## config.mk

```make
export PLATFORM = sky130hd
export DESIGN_NAME = tms_timer_core
export DESIGN_NICKNAME = d
export VERILOG_FILES = /design/src/core/tms_pkg.sv /design/src/core/tms_timer_core.sv
export SDC_FILE = /design/constraint.sdc
export NUM_CORES = 1
export LEC_CHECK = 0
export BUFFER_PORTS_ARGS = -buffer_cell sky130_fd_sc_hd__buf_2
export CORE_AREA = 2 2 185 187
export DETAILED_ROUTE_END_ITERATION = 10
export DIE_AREA = 0 0 187 189
export HOLD_SLACK_MARGIN = 0.05
export PLACE_DENSITY = 0.65
export SYNTH_ARGS = -nofsm -noshare
export SYNTH_HDL_FRONTEND = slang
export SYNTH_SLANG_ARGS = --single-unit
```

## constraint.sdc

```tcl
create_clock -name clk_sys -period 7.45 [get_ports clk_sys]
set_clock_uncertainty 0.15 [all_clocks]
set_input_delay 0.3725 -clock clk_sys [delete_from_list [all_inputs] [get_ports clk_sys]]
set_output_delay 0.3725 -clock clk_sys [all_outputs]
set_load 0.01 [all_outputs]
```

## src/core/tms_pkg.sv

```systemverilog
// Constants, field layout and bus carrier for the timer mode/status block.
// Assumes a Wishbone classic master with a byte address and 32-bit data.
package tms_pkg;
   localparam int TMS_NCH = 3;
   localparam int TMS_CW = 16;
   // Register byte addresses
   localparam logic [7:0] TMS_ADR_MODE = 8'h00;
   localparam logic [7:0] TMS_ADR_STA = 8'h04;
   localparam logic [7:0] TMS_ADR_STC = 8'h08;
   localparam logic [7:0] TMS_ADR_CTRL = 8'h0c;
   // Channel pages 1..3 hold counter, match A, match B
   localparam logic [3:0] TMS_PAGE_FIRST = 4'h1;
   localparam logic [3:0] TMS_PAGE_LAST = 4'h3;
   localparam logic [3:0] TMS_OFS_CNT = 4'h0;
   localparam logic [3:0] TMS_OFS_A = 4'h4;
   localparam logic [3:0] TMS_OFS_B = 4'h8;
   // Mode register
   localparam logic [7:0] TMS_MODE_RESET = 8'h98;
   localparam logic [7:0] TMS_MODE_ONES = 8'h98;
   localparam int TMS_MODE_PHASE = 6;
   localparam int TMS_MODE_OVERFLOW_FLAG_DIRECTION = 5;
   localparam int TMS_MODE_PULSE = 0;
   // Status A / status C
   localparam logic [7:0] TMS_STA_RESET = 8'h88;
   localparam logic [7:0] TMS_STA_ONES = 8'h88;
   localparam int TMS_STA_EN = 4;
   localparam int TMS_STA_FLAG = 0;
   localparam logic [7:0] TMS_STC_RESET = 8'h88;
   localparam logic [7:0] TMS_STC_ONES = 8'h88;
   localparam int TMS_STC_WRAP = 2;
   localparam int TMS_STC_WRAP_EN = 6;
   // Control register fields
   localparam int TMS_CTRL_RUN = 0;
   localparam int TMS_CTRL_CAPT = 4;
   localparam int TMS_CTRL_CLR = 8;
   localparam int TMS_CTRL_SRC = 12;
   localparam int TMS_CTRL_PRESC = 16;
   // Reset values, counter maximum and count step
   localparam logic [15:0] TMS_CNT_RESET = 16'h0000;
   localparam logic [15:0] TMS_MATCH_RESET = 16'hffff;
   localparam logic [15:0] TMS_CNT_MAX = 16'hffff;
   localparam logic [15:0] TMS_CNT_ONE = 16'h0001;

   typedef enum logic [1:0] {
      TMS_SRC_INTERNAL,
      TMS_SRC_RISE,
      TMS_SRC_FALL,
      TMS_SRC_BOTH
   } tms_src_t;

   typedef struct packed {
      logic cyc;
      logic stb;
      logic we;
      logic [7:0] adr;
      logic [3:0] sel;
      logic [31:0] dat;
   } tms_wb_req_t;
endpackage

```

## src/core/tms_timer_core.sv

```systemverilog
// Mode select, match-A status and three 16-bit counters with PWM output.
// Assumes one 40 MHz clock; pins are asynchronous and synchronised here.
//
// Notes on behaviour
// Mode register becomes 0x98 on reset and on standby.
// Mode bits 7, 4, 3 ignore writes and read one.
// Mode bit 6 picks normal or two-phase counting for channel 2.
// Two-phase: channel 2 counts up/down on every edge of both encoder pins.
// Up for B rise A low, A rise B high, etc; mirrored is down.
// Two-phase ignores channel 2 edge select and prescaler select.
// Two-phase keeps clear source, compare/capture and interrupts of channel 2.
// Mode bit 5: 0 wrap flag on overflow or underflow, 1 overflow only.
// Mode bits 2..0 put channels 2..0 into pulse-width output mode.
// Pulse mode: wave pin high on A match, low on B match.
// Status A becomes 0x88 on reset and on standby.
// Status A bits 7 and 3 ignore writes and read one.
// Status A bits 6..4 enable A-match requests of channels 2..0.
// Status A bits 2..0 set when counter equals compare register A.
// Capture copies counter into register A and sets the A flag.
// A flag clears only on a zero write after reading it as one.
// Writing one to an A flag leaves it unchanged.
// Channel 2 wrap flag in status C bit 2, read-then-zero clear.
// A request is high while flag and enable are both one.
// Encoder pins synchronised first; one count per detected edge.
//
// Chosen here: the Wishbone slave port and the placing of the registers.
`timescale 1ns/1ps
module tms_timer_core
   import tms_pkg::*;
(
   // Clock, reset, standby
   input wire logic clk_sys,
   input wire logic resetn,
   input wire logic standby,
   // Wishbone slave
   input wire tms_wb_req_t wb_req,
   output logic wb_ack_o,
   output logic [31:0] wb_dat_o,
   // Pins
   input wire logic encoder_in_a,
   input wire logic encoder_in_b,
   input wire logic [2:0] capture_in,
   output logic [2:0] wave_out,
   // Requests
   output logic [2:0] a_irq_request,
   output logic wrap_irq_request_ch2
);

   function automatic logic [15:0] merge16(input logic [15:0] old_v, input logic [15:0] new_v,
                                           input logic [1:0] lanes);
      logic [15:0] r;
      r = old_v;
      if (lanes[0]) begin
         r[7:0] = new_v[7:0];
      end
      if (lanes[1]) begin
         r[15:8] = new_v[15:8];
      end
      return r;
   endfunction

   logic init, take, wr, rd, wb_ack_q;
   logic hit_mode, hit_sta, hit_stc, hit_ctrl, hit_ch;
   logic [31:0] wb_dat_q, rdata;
   logic [1:0] ch_idx;
   logic [3:0] ch_ofs;
   logic [7:0] mode_q;
   logic [2:0] a_en_q, a_flag_q, a_arm_q, a_flag_d, a_irq_q;
   logic wrap_en_q, wrap_flag_q, wrap_arm_q, wrap_flag_d, wrap_irq_q;
   logic [2:0] run_q, capt_q, clr_q;
   tms_src_t src_q;
   logic [1:0] presc_sel_q;
   logic [2:0] presc_q, presc_mask;
   logic presc_tick;
   logic [1:0] enc_m1_q, enc_s_q, enc_p_q;
   logic [2:0] cap_m1_q, cap_s_q, cap_p_q;
   logic [15:0] cnt_q [TMS_NCH], ma_q [TMS_NCH], mb_q [TMS_NCH];
   logic [2:0] chg_q, wave_q, up, dn, cmp_a, cmp_b, cap_evt, set_a;
   logic phase_up, phase_dn, a_rise, a_fall, b_rise, b_fall, ext_edge, wrap_set;

   // Standby returns the status and mode state to its reset image
   assign init = ~resetn | standby;

   // Bus decode
   assign take = wb_req.cyc & wb_req.stb & ~wb_ack_q;
   assign wr = take & wb_req.we;
   assign rd = take & ~wb_req.we;
   assign ch_ofs = wb_req.adr[3:0];

   always_comb begin
      hit_mode = 1'b0;
      hit_sta = 1'b0;
      hit_stc = 1'b0;
      hit_ctrl = 1'b0;
      hit_ch = 1'b0;
      ch_idx = 2'h0;
      if (wb_req.adr == TMS_ADR_MODE) begin
         hit_mode = 1'b1;
      end else if (wb_req.adr == TMS_ADR_STA) begin
         hit_sta = 1'b1;
      end else if (wb_req.adr == TMS_ADR_STC) begin
         hit_stc = 1'b1;
      end else if (wb_req.adr == TMS_ADR_CTRL) begin
         hit_ctrl = 1'b1;
      end else if (wb_req.adr[7:4] >= TMS_PAGE_FIRST && wb_req.adr[7:4] <= TMS_PAGE_LAST) begin
         if (ch_ofs == TMS_OFS_CNT || ch_ofs == TMS_OFS_A || ch_ofs == TMS_OFS_B) begin
            hit_ch = 1'b1;
            ch_idx = 2'(wb_req.adr[7:4] - TMS_PAGE_FIRST);
         end
      end
   end

   always_comb begin
      rdata = 32'h0000_0000;
      if (hit_mode) begin
         rdata[7:0] = mode_q | TMS_MODE_ONES;
      end else if (hit_sta) begin
         rdata[7:0] = TMS_STA_ONES;
         rdata[TMS_STA_EN +: 3] = a_en_q;
         rdata[TMS_STA_FLAG +: 3] = a_flag_q;
      end else if (hit_stc) begin
         rdata[7:0] = TMS_STC_ONES;
         rdata[TMS_STC_WRAP_EN] = wrap_en_q;
         rdata[TMS_STC_WRAP] = wrap_flag_q;
      end else if (hit_ctrl) begin
         rdata[TMS_CTRL_RUN +: 3] = run_q;
         rdata[TMS_CTRL_CAPT +: 3] = capt_q;
         rdata[TMS_CTRL_CLR +: 3] = clr_q;
         rdata[TMS_CTRL_SRC +: 2] = src_q;
         rdata[TMS_CTRL_PRESC +: 2] = presc_sel_q;
      end else if (hit_ch) begin
         if (ch_ofs == TMS_OFS_CNT) begin
            rdata[15:0] = cnt_q[ch_idx];
         end else if (ch_ofs == TMS_OFS_A) begin
            rdata[15:0] = ma_q[ch_idx];
         end else begin
            rdata[15:0] = mb_q[ch_idx];
         end
      end
   end

   // One-cycle ack; unmapped addresses ack with zero data
   always_ff @(posedge clk_sys) begin
      if (!resetn) begin
         wb_ack_q <= 1'b0;
         wb_dat_q <= 32'h0000_0000;
      end else begin
         wb_ack_q <= take;
         if (rd) begin
            wb_dat_q <= rdata;
         end
      end
   end

   // Mode register
   always_ff @(posedge clk_sys) begin
      if (init) begin
         mode_q <= TMS_MODE_RESET;
      end else if (wr && hit_mode && wb_req.sel[0]) begin
         mode_q <= wb_req.dat[7:0] | TMS_MODE_ONES;
      end
   end

   // Flag next states; a hardware set beats a clear in the same cycle
   always_comb begin
      for (int i = 0; i < TMS_NCH; i++) begin
         a_flag_d[i] = a_flag_q[i];
         if (set_a[i]) begin
            a_flag_d[i] = 1'b1;
         end else if (wr && hit_sta && wb_req.sel[0] && a_arm_q[i]
                      && !wb_req.dat[TMS_STA_FLAG + i]) begin
            a_flag_d[i] = 1'b0;
         end
      end
      wrap_flag_d = wrap_flag_q;
      if (wrap_set) begin
         wrap_flag_d = 1'b1;
      end else if (wr && hit_stc && wb_req.sel[0] && wrap_arm_q
                   && !wb_req.dat[TMS_STC_WRAP]) begin
         wrap_flag_d = 1'b0;
      end
   end

   // Status A
   always_ff @(posedge clk_sys) begin
      if (init) begin
         a_en_q <= TMS_STA_RESET[TMS_STA_EN +: 3];
         a_flag_q <= TMS_STA_RESET[TMS_STA_FLAG +: 3];
         a_arm_q <= 3'h0;
      end else begin
         a_flag_q <= a_flag_d;
         if (wr && hit_sta && wb_req.sel[0]) begin
            a_en_q <= wb_req.dat[TMS_STA_EN +: 3];
         end
         if (rd && hit_sta) begin
            a_arm_q <= a_flag_q;
         end else if (wr && hit_sta) begin
            a_arm_q <= 3'h0;
         end
      end
   end

   // Status C, wrap part of channel 2 only
   always_ff @(posedge clk_sys) begin
      if (init) begin
         wrap_en_q <= TMS_STC_RESET[TMS_STC_WRAP_EN];
         wrap_flag_q <= TMS_STC_RESET[TMS_STC_WRAP];
         wrap_arm_q <= 1'b0;
      end else begin
         wrap_flag_q <= wrap_flag_d;
         if (wr && hit_stc && wb_req.sel[0]) begin
            wrap_en_q <= wb_req.dat[TMS_STC_WRAP_EN];
         end
         if (rd && hit_stc) begin
            wrap_arm_q <= wrap_flag_q;
         end else if (wr && hit_stc) begin
            wrap_arm_q <= 1'b0;
         end
      end
   end

   // Requests follow flag and enable in the same cycle as they change
   always_ff @(posedge clk_sys) begin
      if (init) begin
         a_irq_q <= 3'h0;
         wrap_irq_q <= 1'b0;
      end else begin
         a_irq_q <= a_flag_d & ((wr && hit_sta && wb_req.sel[0])
                                ? wb_req.dat[TMS_STA_EN +: 3] : a_en_q);
         wrap_irq_q <= wrap_flag_d & ((wr && hit_stc && wb_req.sel[0])
                                      ? wb_req.dat[TMS_STC_WRAP_EN] : wrap_en_q);
      end
   end

   // Control register
   always_ff @(posedge clk_sys) begin
      if (init) begin
         run_q <= 3'h0;
         capt_q <= 3'h0;
         clr_q <= 3'h0;
         src_q <= TMS_SRC_INTERNAL;
         presc_sel_q <= 2'h0;
      end else if (wr && hit_ctrl) begin
         if (wb_req.sel[0]) begin
            run_q <= wb_req.dat[TMS_CTRL_RUN +: 3];
            capt_q <= wb_req.dat[TMS_CTRL_CAPT +: 3];
         end
         if (wb_req.sel[1]) begin
            clr_q <= wb_req.dat[TMS_CTRL_CLR +: 3];
            src_q <= tms_src_t'(wb_req.dat[TMS_CTRL_SRC +: 2]);
         end
         if (wb_req.sel[2]) begin
            presc_sel_q <= wb_req.dat[TMS_CTRL_PRESC +: 2];
         end
      end
   end

   // Pin synchronisers; first stage feeds only the second
   always_ff @(posedge clk_sys) begin
      if (!resetn) begin
         enc_m1_q <= 2'h0;
         enc_s_q <= 2'h0;
         enc_p_q <= 2'h0;
         cap_m1_q <= 3'h0;
         cap_s_q <= 3'h0;
         cap_p_q <= 3'h0;
      end else begin
         enc_m1_q <= {encoder_in_b, encoder_in_a};
         enc_s_q <= enc_m1_q;
         enc_p_q <= enc_s_q;
         cap_m1_q <= capture_in;
         cap_s_q <= cap_m1_q;
         cap_p_q <= cap_s_q;
      end
   end

   // Prescaler for channel 2 internal counting: divide by 1, 2, 4, 8
   always_ff @(posedge clk_sys) begin
      if (!resetn) begin
         presc_q <= 3'h0;
      end else begin
         presc_q <= presc_q + 3'h1;
      end
   end

   always_comb begin
      case (presc_sel_q)
         2'h0: presc_mask = 3'h0;
         2'h1: presc_mask = 3'h1;
         2'h2: presc_mask = 3'h3;
         default: presc_mask = 3'h7;
      endcase
   end

   assign presc_tick = (presc_q & presc_mask) == presc_mask;

   // Encoder edge decode
   assign a_rise = enc_s_q[0] & ~enc_p_q[0];
   assign a_fall = ~enc_s_q[0] & enc_p_q[0];
   assign b_rise = enc_s_q[1] & ~enc_p_q[1];
   assign b_fall = ~enc_s_q[1] & enc_p_q[1];
   assign phase_up = (b_rise & ~enc_s_q[0]) | (a_rise & enc_s_q[1])
                   | (b_fall & enc_s_q[0]) | (a_fall & ~enc_s_q[1]);
   assign phase_dn = (a_rise & ~enc_s_q[1]) | (b_rise & enc_s_q[0])
                   | (a_fall & enc_s_q[1]) | (b_fall & ~enc_s_q[0]);

   always_comb begin
      case (src_q)
         TMS_SRC_RISE: ext_edge = a_rise;
         TMS_SRC_FALL: ext_edge = a_fall;
         TMS_SRC_BOTH: ext_edge = a_rise | a_fall;
         default: ext_edge = presc_tick;
      endcase
   end

   // Count steps, compare and capture events per channel
   always_comb begin
      up = {1'b0, run_q[1:0]};
      dn = 3'h0;
      if (mode_q[TMS_MODE_PHASE]) begin
         up[2] = run_q[2] & phase_up;
         dn[2] = run_q[2] & phase_dn;
      end else begin
         up[2] = run_q[2] & ext_edge;
      end
      for (int i = 0; i < TMS_NCH; i++) begin
         cmp_a[i] = chg_q[i] & ~capt_q[i] & (cnt_q[i] == ma_q[i]);
         cmp_b[i] = chg_q[i] & (cnt_q[i] == mb_q[i]);
         cap_evt[i] = capt_q[i] & cap_s_q[i] & ~cap_p_q[i];
         set_a[i] = cmp_a[i] | cap_evt[i];
      end
   end

   assign wrap_set = (up[2] & (cnt_q[2] == TMS_CNT_MAX))
                   | (dn[2] & (cnt_q[2] == TMS_CNT_RESET) & ~mode_q[TMS_MODE_OVERFLOW_FLAG_DIRECTION]);

   // Counters and match registers; bus writes beat counting
   always_ff @(posedge clk_sys) begin
      if (init) begin
         for (int i = 0; i < TMS_NCH; i++) begin
            cnt_q[i] <= TMS_CNT_RESET;
            ma_q[i] <= TMS_MATCH_RESET;
            mb_q[i] <= TMS_MATCH_RESET;
         end
         chg_q <= 3'h0;
      end else begin
         for (int i = 0; i < TMS_NCH; i++) begin
            chg_q[i] <= 1'b0;
            if (wr && hit_ch && ch_idx == 2'(i) && ch_ofs == TMS_OFS_CNT) begin
               cnt_q[i] <= merge16(cnt_q[i], wb_req.dat[15:0], wb_req.sel[1:0]);
            end else if (clr_q[i] && cmp_a[i]) begin
               cnt_q[i] <= TMS_CNT_RESET;
               chg_q[i] <= 1'b1;
            end else if (up[i]) begin
               cnt_q[i] <= cnt_q[i] + TMS_CNT_ONE;
               chg_q[i] <= 1'b1;
            end else if (dn[i]) begin
               cnt_q[i] <= cnt_q[i] - TMS_CNT_ONE;
               chg_q[i] <= 1'b1;
            end
            // Capture wins over a software write in the same cycle
            if (cap_evt[i]) begin
               ma_q[i] <= cnt_q[i];
            end else if (wr && hit_ch && ch_idx == 2'(i) && ch_ofs == TMS_OFS_A) begin
               ma_q[i] <= merge16(ma_q[i], wb_req.dat[15:0], wb_req.sel[1:0]);
            end
            if (wr && hit_ch && ch_idx == 2'(i) && ch_ofs == TMS_OFS_B) begin
               mb_q[i] <= merge16(mb_q[i], wb_req.dat[15:0], wb_req.sel[1:0]);
            end
         end
      end
   end

   // Pulse outputs; B match wins when both land together
   always_ff @(posedge clk_sys) begin
      if (init) begin
         wave_q <= 3'h0;
      end else begin
         for (int i = 0; i < TMS_NCH; i++) begin
            if (!mode_q[TMS_MODE_PULSE + i]) begin
               wave_q[i] <= 1'b0;
            end else if (cmp_b[i]) begin
               wave_q[i] <= 1'b0;
            end else if (chg_q[i] && cnt_q[i] == ma_q[i]) begin
               wave_q[i] <= 1'b1;
            end
         end
      end
   end

   assign wb_ack_o = wb_ack_q;
   assign wb_dat_o = wb_dat_q;
   assign wave_out = wave_q;
   assign a_irq_request = a_irq_q;
   assign wrap_irq_request_ch2 = wrap_irq_q;

endmodule

```

---- After elaboration in Yosys (flattened, before gate mapping) ----
Memories as Yosys holds them, arrays and structs flattened.
Cells that the tools add are included.
word-level totals
  output and inout port bits .............. 40
  word-level logic and storage cells ...... 421
  bits in writable memories ............... 144
  flip-flop bits (word level) ............. 77
  memories ................................ 3
  bits of input ports ..................... 55
operators by class
  reductions and logical operators ........ 58
  bitwise gates (word level) .............. 88
  equal/unequal tests ..................... 20
  mux-type cells .......................... 215
  add/sub/neg operators ................... 6
  $lt $le $gt $ge ......................... 2
memories
  memory  depth  bits a word  read ports  clocked after Yosys merged registers in  write ports  line                  RTL
  cnt_q   3      16           4           0                                        3            tms_timer_core.sv:77  logic [15:0] cnt_q [TMS_NCH], ma_q [TMS_NCH], mb_q [TMS_NCH];
  ma_q    3      16           4           0                                        3            tms_timer_core.sv:77
  mb_q    3      16           4           0                                        3            tms_timer_core.sv:77
operator list
  cell                   number
  $mux 8                 63
  $mux 16                22
  $mux 1                 110
  $eq 16x16->1           6
  $add 16x1->16 const B  3
  $and 1x1->1            38
  $logic_and 1x1->1      37
  $or 1x1->1             31
  $mux 10                3
  $mux 2                 9
  $mux 3                 6
  $not 1->1              17
  $eq 16x16->1 const B   1
  $eq 8x4->1 const B     2
  $logic_not 16->1       1
  $sub 16x1->16 const B  1
  $pmux 3 s3             1
  $reduce_or 3->1        3
  $eq 2x2->1 const B     4
  $eq 8x3->1 const B     1
  $logic_not 8->1        1
  $and 3x3->3            2
  $eq 2x1->1 const B     3
  $reduce_and 2->1       3
  other kinds (14)       21

---- Longest topological paths before layout ----
Gate-level depths: netlist of the first run.
  word-level depth ........................ 19
  mapped depth ............................ 13

---- Least setup slack after synthesis of the first run ----
Ideal clock, no wire load.
  path type ............................... in2reg
  start point ............................. input port wb_req[40] (netlist bit)
  end point ............................... memory ma_q[0][0], enable pin
  stages on the path ...................... 9
  data required time ...................... 6,915 ps
  arrival ................................. 2,776 ps
  slack ................................... 4,139 ps
  cell sequence ........................... buf_2 clkinv_1 ha_1 nor3_2 nand2_1 nor3_2 nand3_1 nand2_1 a21boi_0
RTL lines
  element          line                  RTL
  start, declared  tms_timer_core.sv:36  input wire tms_wb_req_t wb_req,
  end, declared    tms_timer_core.sv:77

==> results of run 1 <==
where the power goes:
group / internal, mW / switching, mW / leakage (nW)
combinational: 0.0921 / 0.156 / 2.53
clock: 0.778 / 0.522 / 0.415
sequential: 1.33 / 0.0669 / 1.87
layer usage:
metal  vias up  wire length, um
met3       118             4520
met4         0             2310
met1      5520            18900
met5         -                0
met2       678            20500
li1       4993                -
worst paths after layout:
| check | to | slack [ns] | cells past startpoint |
|---|---|---|---|
| worst max-delay path | ma_q[1][6] | 2.49 | 9 |
| worst min-delay path | presc_sel_q[1] | 0.09 | 4 |
| worst max register to register | ma_q[0][6] | 3.72 | 6 |
| worst min register to register | cap_s_q[0] | 0.28 | 1 |
repair_timing:
item	CTS	global route
setup endpoints to repair	0	0
endpoints found under the hold margin	7	0
hold buffers	7	0
resized for setup	0	0
placed cells by master, fill, tap and decap left out, types with 14 or more instances in the layout:
master / instances
o21ai_0: 57
conb_1: 14
inv_1: 20
nor2_1: 139
nand3_1: 69
a21oi_1: 38
xnor2_1: 100
and2_1: 27
mux2i_1: 27
or2_2: 17
clkbuf_16: 27
dfxtp_1: 77
xor2_1: 32
o22ai_1: 16
a22oi_1: 33
buf_2: 66
edfxtp_1: 144
nor3_1: 36
nand4_1: 21
o221ai_1: 19
and3_1: 24
a221o_1: 18
buf_4: 21
nand2_1: 157
worst register-to-register path, delay by kind of cell, from the launching register on:
family          cells  cell delay, ns
compound gates      1            0.93
simple gates        5            1.94
flops               1            0.32
flip-flops by register name, summed over array words and instances, names as in the netlist, 3 cells and up:
| register | count |
|---|---|
| cnt_q | 48 |
| ma_q | 48 |
| mb_q | 48 |
| wb_dat_o | 18 |
| mode_q | 5 |
| a_arm_q | 3 |
| a_en_q | 3 |
| a_flag_q | 3 |
| a_irq_request | 3 |
| cap_m1_q | 3 |
| cap_p_q | 3 |
| cap_s_q | 3 |
| capt_q | 3 |
| chg_q | 3 |
| clr_q | 3 |
| presc_q | 3 |
| run_q | 3 |
| wave_out | 3 |
final cells by class:
cell class	count	area, um2	area share
tap	448	561	0.0394
timing repair buffer	94	558	0.0392
multi-input combinational	1023	6310	0.443
inverter	21	78.8	0.00554
sequential	221	5870	0.412
clock inverter	12	144	0.0101
clock buffer	36	719	0.0505
cell families after synthesis:
kind of cell | count (synthesis) | synth area share
AND/OR/NAND/NOR | 554 | 0.208
flip-flops | 221 | 0.458
adder cells (fa/ha/maj) | 9 | 0.00878
multiplexers | 27 | 0.0211
XOR/XNOR | 132 | 0.0902
other | 1 | 0.000293
AO/OA/AOI/OAI | 287 | 0.161
buffers and inverters | 162 | 0.0538
==> impl_metrics.ini, run 1 <==
[logic_synthesis]
synth_cells = 1393
synth_common_cells = nand2_1 (157), edfxtp_1 (144), nor2_1 (139)
yosysTopAreaCell = edfxtp_1
synth_area_mm2 = 0.0128
synth_edf_count = 144
ys_warn_count = 0
yosys-top-cells-area = edfxtp_1 (34%), dfxtp_1 (12%), xnor2_1 (6.8%), nand2_1 (4.6%), nor2_1 (4.1%)
yosysSeqAreaShare = 0.458
syn_area_per_cell_um2 = 9.20
netlist.area_leader.share = 0.337
synthArstFlopShare = 0
yosysUniqueCellTypes = 70
synthFlopType = edfxtp_1
ys_ff_latch = 221
yosysMostFrequentCell = nand2_1

[worst_setup_path]
required_ns = 7.46
worstSetupPathType = in -> reg
startpoint = wb_req[40]
end_kind = flip-flop
critPathSlowestCell = a21boi_0
crit_family = simple AND/OR/NAND/NOR gates
slowest_delay_ns = 0.96
path_buf_inv = 2
r2r-start = wb_ack_o
cpMostUsedCell = nand2_1
worst-path-max-fanout = 26
cp.arrival_ns = 4.97
cp-start-kind = input port
path_cells = buf_2 -> clkinv_1 -> ha_1 -> nor3_2 -> nand2_1 -> nor2_1 -> nand3_1 -> nand2_1 -> a21boi_0

[pwr]
power_leakage_nw = 4.82
powerDensity_mw_per_mm2 = 207
peakVddDrop_mv = 0.142
power.total_mw = 2.95

[die]
io_pins = 95
start_util = 0.385
coreArea_mm2 = 0.0333
die_x_um = 187
die_y_um = 189
rows = 67
dieArea_mm2 = 0.0353

[grt]
met2_usage = 0.399
antenna_found_initial = 2
grt_pass1_wl_um = 68400
grt_use_total = 0.256
grt_max_degree = 42
first_global_vias = 10561
overflow = 0
grt.met3_usage = 0.0428
grt.busiest_layer = met2
gr-usage-met1 = 0.348

[placement]
place.gp.congestion = 1.05
hpwl_um = 34100
port_buffers = 65
dpl-instance-area_mm2 = 0.0133
dp_slack_ns = 2.07
placed_cells = 1799

[sta]
timing.final.crit_share = 0.665
max_freq_mhz = 202
relSlewSlack = 0.131
fin_tns_setup_ns = 0
tightestPinTransition_ns = 1.29
whs_ns = 0.0926
hold_violations = 0
layout_min_cycle_time_ns = 4.96
setup_viol = 0
setup_slack_ns = 2.49
drv_slew = 0
rsz0062_at_grt = false

[layout]
instances_no_fill = 1855
antenna_cells = 0
final_core_util = 0.428
fillers = 3239
final_layout_size_suffix_gt1_frac = 0.111
area_growth_pct = 11.1
final_area_mm2 = 0.0142
finish.net_count = 1451

[routing]
drc = 0
drtIter0Drc = 1568
wl_um = 46300
first_pass_iters = 6
viasPerCell = 6.10
ant_nets = 0
routedWlPerCell_um = 24.9
via_count = 11309

[cts]
cts.clk_slew.worst_paths_ns = 0.06
post_cts.repair.setup_buffers = 0
cts_root_buffer = clkbuf_16
cts_buffers = 26
clk_path_buf_depth = 3
cts_tree = yes
cts.sinks = 221
cts.htree.levels = 1
clk-insertion-delay-late_ns = 0.55

[worst_hold_path]
min_path_type = in -> reg
hp-start = wb_req[34]

[status]
status = finished clean

[run]
drv_cap = 0
Note: power is estimated with default switching activity, not from simulation.
==> run 2: changes to the inputs <==
--- a/config.mk
+++ b/config.mk
@@ -5,10 +5,11 @@
 export SDC_FILE = /design/constraint.sdc
 export NUM_CORES = 1
 export LEC_CHECK = 0
+export ABC_AREA = 1
 export BUFFER_PORTS_ARGS = -buffer_cell sky130_fd_sc_hd__buf_2
-export CORE_AREA = 2 2 185 187
+export CORE_AREA = 2 2 189 191
 export DETAILED_ROUTE_END_ITERATION = 10
-export DIE_AREA = 0 0 187 189
+export DIE_AREA = 0 0 191 193
 export HOLD_SLACK_MARGIN = 0.05
 export PLACE_DENSITY = 0.65
 export SYNTH_ARGS = -nofsm -noshare
==> constraint.sdc (replaced) <==
create_clock -name clk_sys -period 4.6 [get_ports clk_sys]
set_clock_uncertainty 0.15 [all_clocks]
set_input_delay 0.23 -clock clk_sys [delete_from_list [all_inputs] [get_ports clk_sys]]
set_output_delay 0.23 -clock clk_sys [all_outputs]
set_load 0.01 [all_outputs]
==> run 2 against run 1 <==
Net effect: sequential share of layout area fell by 3.1 points; routed wire length rose by 2.1%; clock power rose by 67%; largest power group unchanged; non-clock buffer count rose by 33; register-to-register slack got worse by 2.7 ns; power rose by 61%; critical path depth rose by 4; highest routed layer unchanged; count of clock-buffer cells in the layout fell by 6; final cell count rose by 24%; first-iteration DRC count fell by 8.0%; sequential cell count did not move; worst setup slack got worse by 1.8 ns.
==> impl_metrics.ini, run 2 <==
[worst_setup_path]
end_kind = flip-flop
worst-path-max-fanout = 9
worstSetupPathType = in -> reg
cp-start-kind = input port
cp.arrival_ns = 4.21
required_ns = 4.89

[cts]
clk_path_buf_depth = 3
clk-insertion-delay-late_ns = 0.56
cts.clk_slew.worst_paths_ns = 0.06
post_cts_resized = 0
cts_root_buffer = clkbuf_16
cts_buffers = 25
cts_tree = yes
cts.sinks = 221
cts.htree.levels = 1

[pwr]
powerDensity_mw_per_mm2 = 308
power_leakage_nw = 6.40
peakVddDrop_mv = 0.280

[layout]
finish.net_count = 1878
antenna_cells = 0
final_common_cell = nand2_1
area_growth_pct = 14.6
final_layout_size_suffix_gt1_frac = 0.112
fillers = 3508
layout_common_cells = nand2_1 (408), inv_1 (208), edfxtp_1 (144)
top_regs = cnt_q (48), ma_q (48), mb_q (48)

[die]
coreArea_mm2 = 0.0350
die_x_um = 191
dieArea_mm2 = 0.0369
start_util = 0.384
die_y_um = 193
rows = 69
io_pins = 95

[sta]
layout_min_cycle_time_ns = 3.92
relSlewSlack = 0.273
drv_slew = 0
hold_violations = 0
setup_slack_ns = 0.681
setup_viol = 0
tightestPinTransition_ns = 1.09
timing.final.crit_share = 0.852
max_freq_mhz = 255
rsz0062_at_grt = false
fin_tns_setup_ns = 0

[routing]
wl_um = 47200
wl_met3_um = 3680
top_layer = met4
drc = 0
via_count = 12823
wl_met2_um = 21400
first_pass_iters = 6
drtIter0Drc = 1443
wirelength_met1_um = 19800
ant_nets = 0
viasPerCell = 5.59
routedWlPerCell_um = 20.6

[logic_synthesis]
yosysUniqueCellTypes = 60
yosysSeqAreaShare = 0.437
synthXorXnorAreaFrac = 0.0502
yosys-mux-area-fraction = 0
synth_top_family_by_area = simple AND/OR/NAND/NOR gates
synth_cells = 1739
yosysTopAreaCell = edfxtp_1
ys_ff_latch = 221
synth_compound_area_frac = 0.138
synthArstFlopShare = 0
synth_common_cells = nand2_1 (408), inv_1 (208), edfxtp_1 (144)
syn_area_per_cell_um2 = 7.72
netlist.area_leader.share = 0.322
synth_area_mm2 = 0.0134
synth-simple-area-share = 0.265
synth_edf_count = 144
synthAdderAreaFrac = 0.00932
ys_warn_count = 0
synthFlopType = edfxtp_1
yosysMostFrequentCell = nand2_1
yosys-top-cells-area = edfxtp_1 (32%), dfxtp_1 (11%), nand2_1 (11%), inv_1 (5.8%), nand3_1 (5.1%)

[placement]
hpwl_um = 35500
dp_slack_ns = 0.858
place.gp.congestion = 1.00
port_buffers = 65

[grt]
first_global_vias = 12079
grt_use_total = 0.256
overflow = 0
grt_pass1_wl_um = 72000
antenna_found_initial = 0
grt_max_degree = 51

[run]
drv_cap = 0

[status]
status = finished clean

[worst_hold_path]
min_path_type = in -> reg
==> run 2: cell count changes after synthesis, moves of 45 or more <==
cell      previous run  this run
a21oi_1             38        83
xnor2_1            100        16
nand3_1             69       137
clkbuf_1           107        36
nand2_1            157       408
inv_1               20       208
==> run 2: where the power goes <==
part	internal [mW]	leakage, nW	switching (mW)
combinational	0.118	4.08	0.270
sequential	2.14	1.87	0.0503
clock	1.27	0.449	0.894
==> run 2: logic make-up after synthesis <==
group           count (synthesis)
simple gates                  798
buf+inv                       326
compound gates                306
flops                         221
xor+xnor                       77
fa+ha+maj                      10
other cells                     1
==> run 2: worst paths after layout <==
kind                                    from             end  slack (ns)  depth (start not counted)
worst max register to register  cnt_q[0][12]    cnt_q[2][15]        0.99                         14
worst min-delay path              wb_req[39]     wb_dat_o[5]        0.11                          5
worst min register to register   enc_m1_q[0]      enc_s_q[0]        0.26                          2
worst max-delay path              wb_req[42]  presc_sel_q[1]        0.68                         13
==> run 2: repair_timing <==
action,CTS,global route
endpoints found under the setup margin,0,0
hold buffers,38,0
hold endpoints to repair,83,0
buffers inserted,0,0
==> run 2: final cells by class <==
type                       instances  area (um2)  area share
clock inverter                    16         159      0.0103
inverter                         233         875      0.0568
multi-input combinational       1205        6290       0.409
timing repair buffer             127         886      0.0576
clock buffer                      30         739      0.0481
tap                              461         577      0.0375
sequential                       221        5870       0.381
==> run 2: metal layers <==
metal | GRT usage | up-vias
li1 | - | 5961
met1 | 0.343 | 6100
met2 | 0.413 | 632
met3 | 0.0391 | 130
met4 | 0.112 | 0
met5 | 0 | -
==> run 2: metrics by stage <==
stage / area, um2 / utilization / power [mW] / cells / hold WS, ns
2_1_floorplan: 13500 / - / 2.45 / 1752 / 0.178
3_3_place_gp: 14100 / 0.404 / 2.58 / 2209 / 0.244
3_5_place_dp: 14100 / 0.404 / 2.59 / 2209 / 0.250
4_1_cts: 15400 / 0.440 / 4.76 / 2293 / 0.0713
5_1_grt: 15400 / 0.440 / 4.88 / 2293 / 0.120
6_report: 15400 / 0.440 / 4.74 / 2293 / 0.108
==> run 2: critical path: stages <==
cell and delay (ns):
dlygate4sd3_1 0.53, buf_2 0.12, inv_1 0.05, nand2_2 0.06
dlygate4sd3_1 0.59, nor4_4 0.52, inv_1 0.38, nor2_1 0.28
nand2_1 0.12, o21ai_0 0.16, dlygate4sd3_1 0.57, a21oi_1 0.04
dlygate4sd3_1 0.55
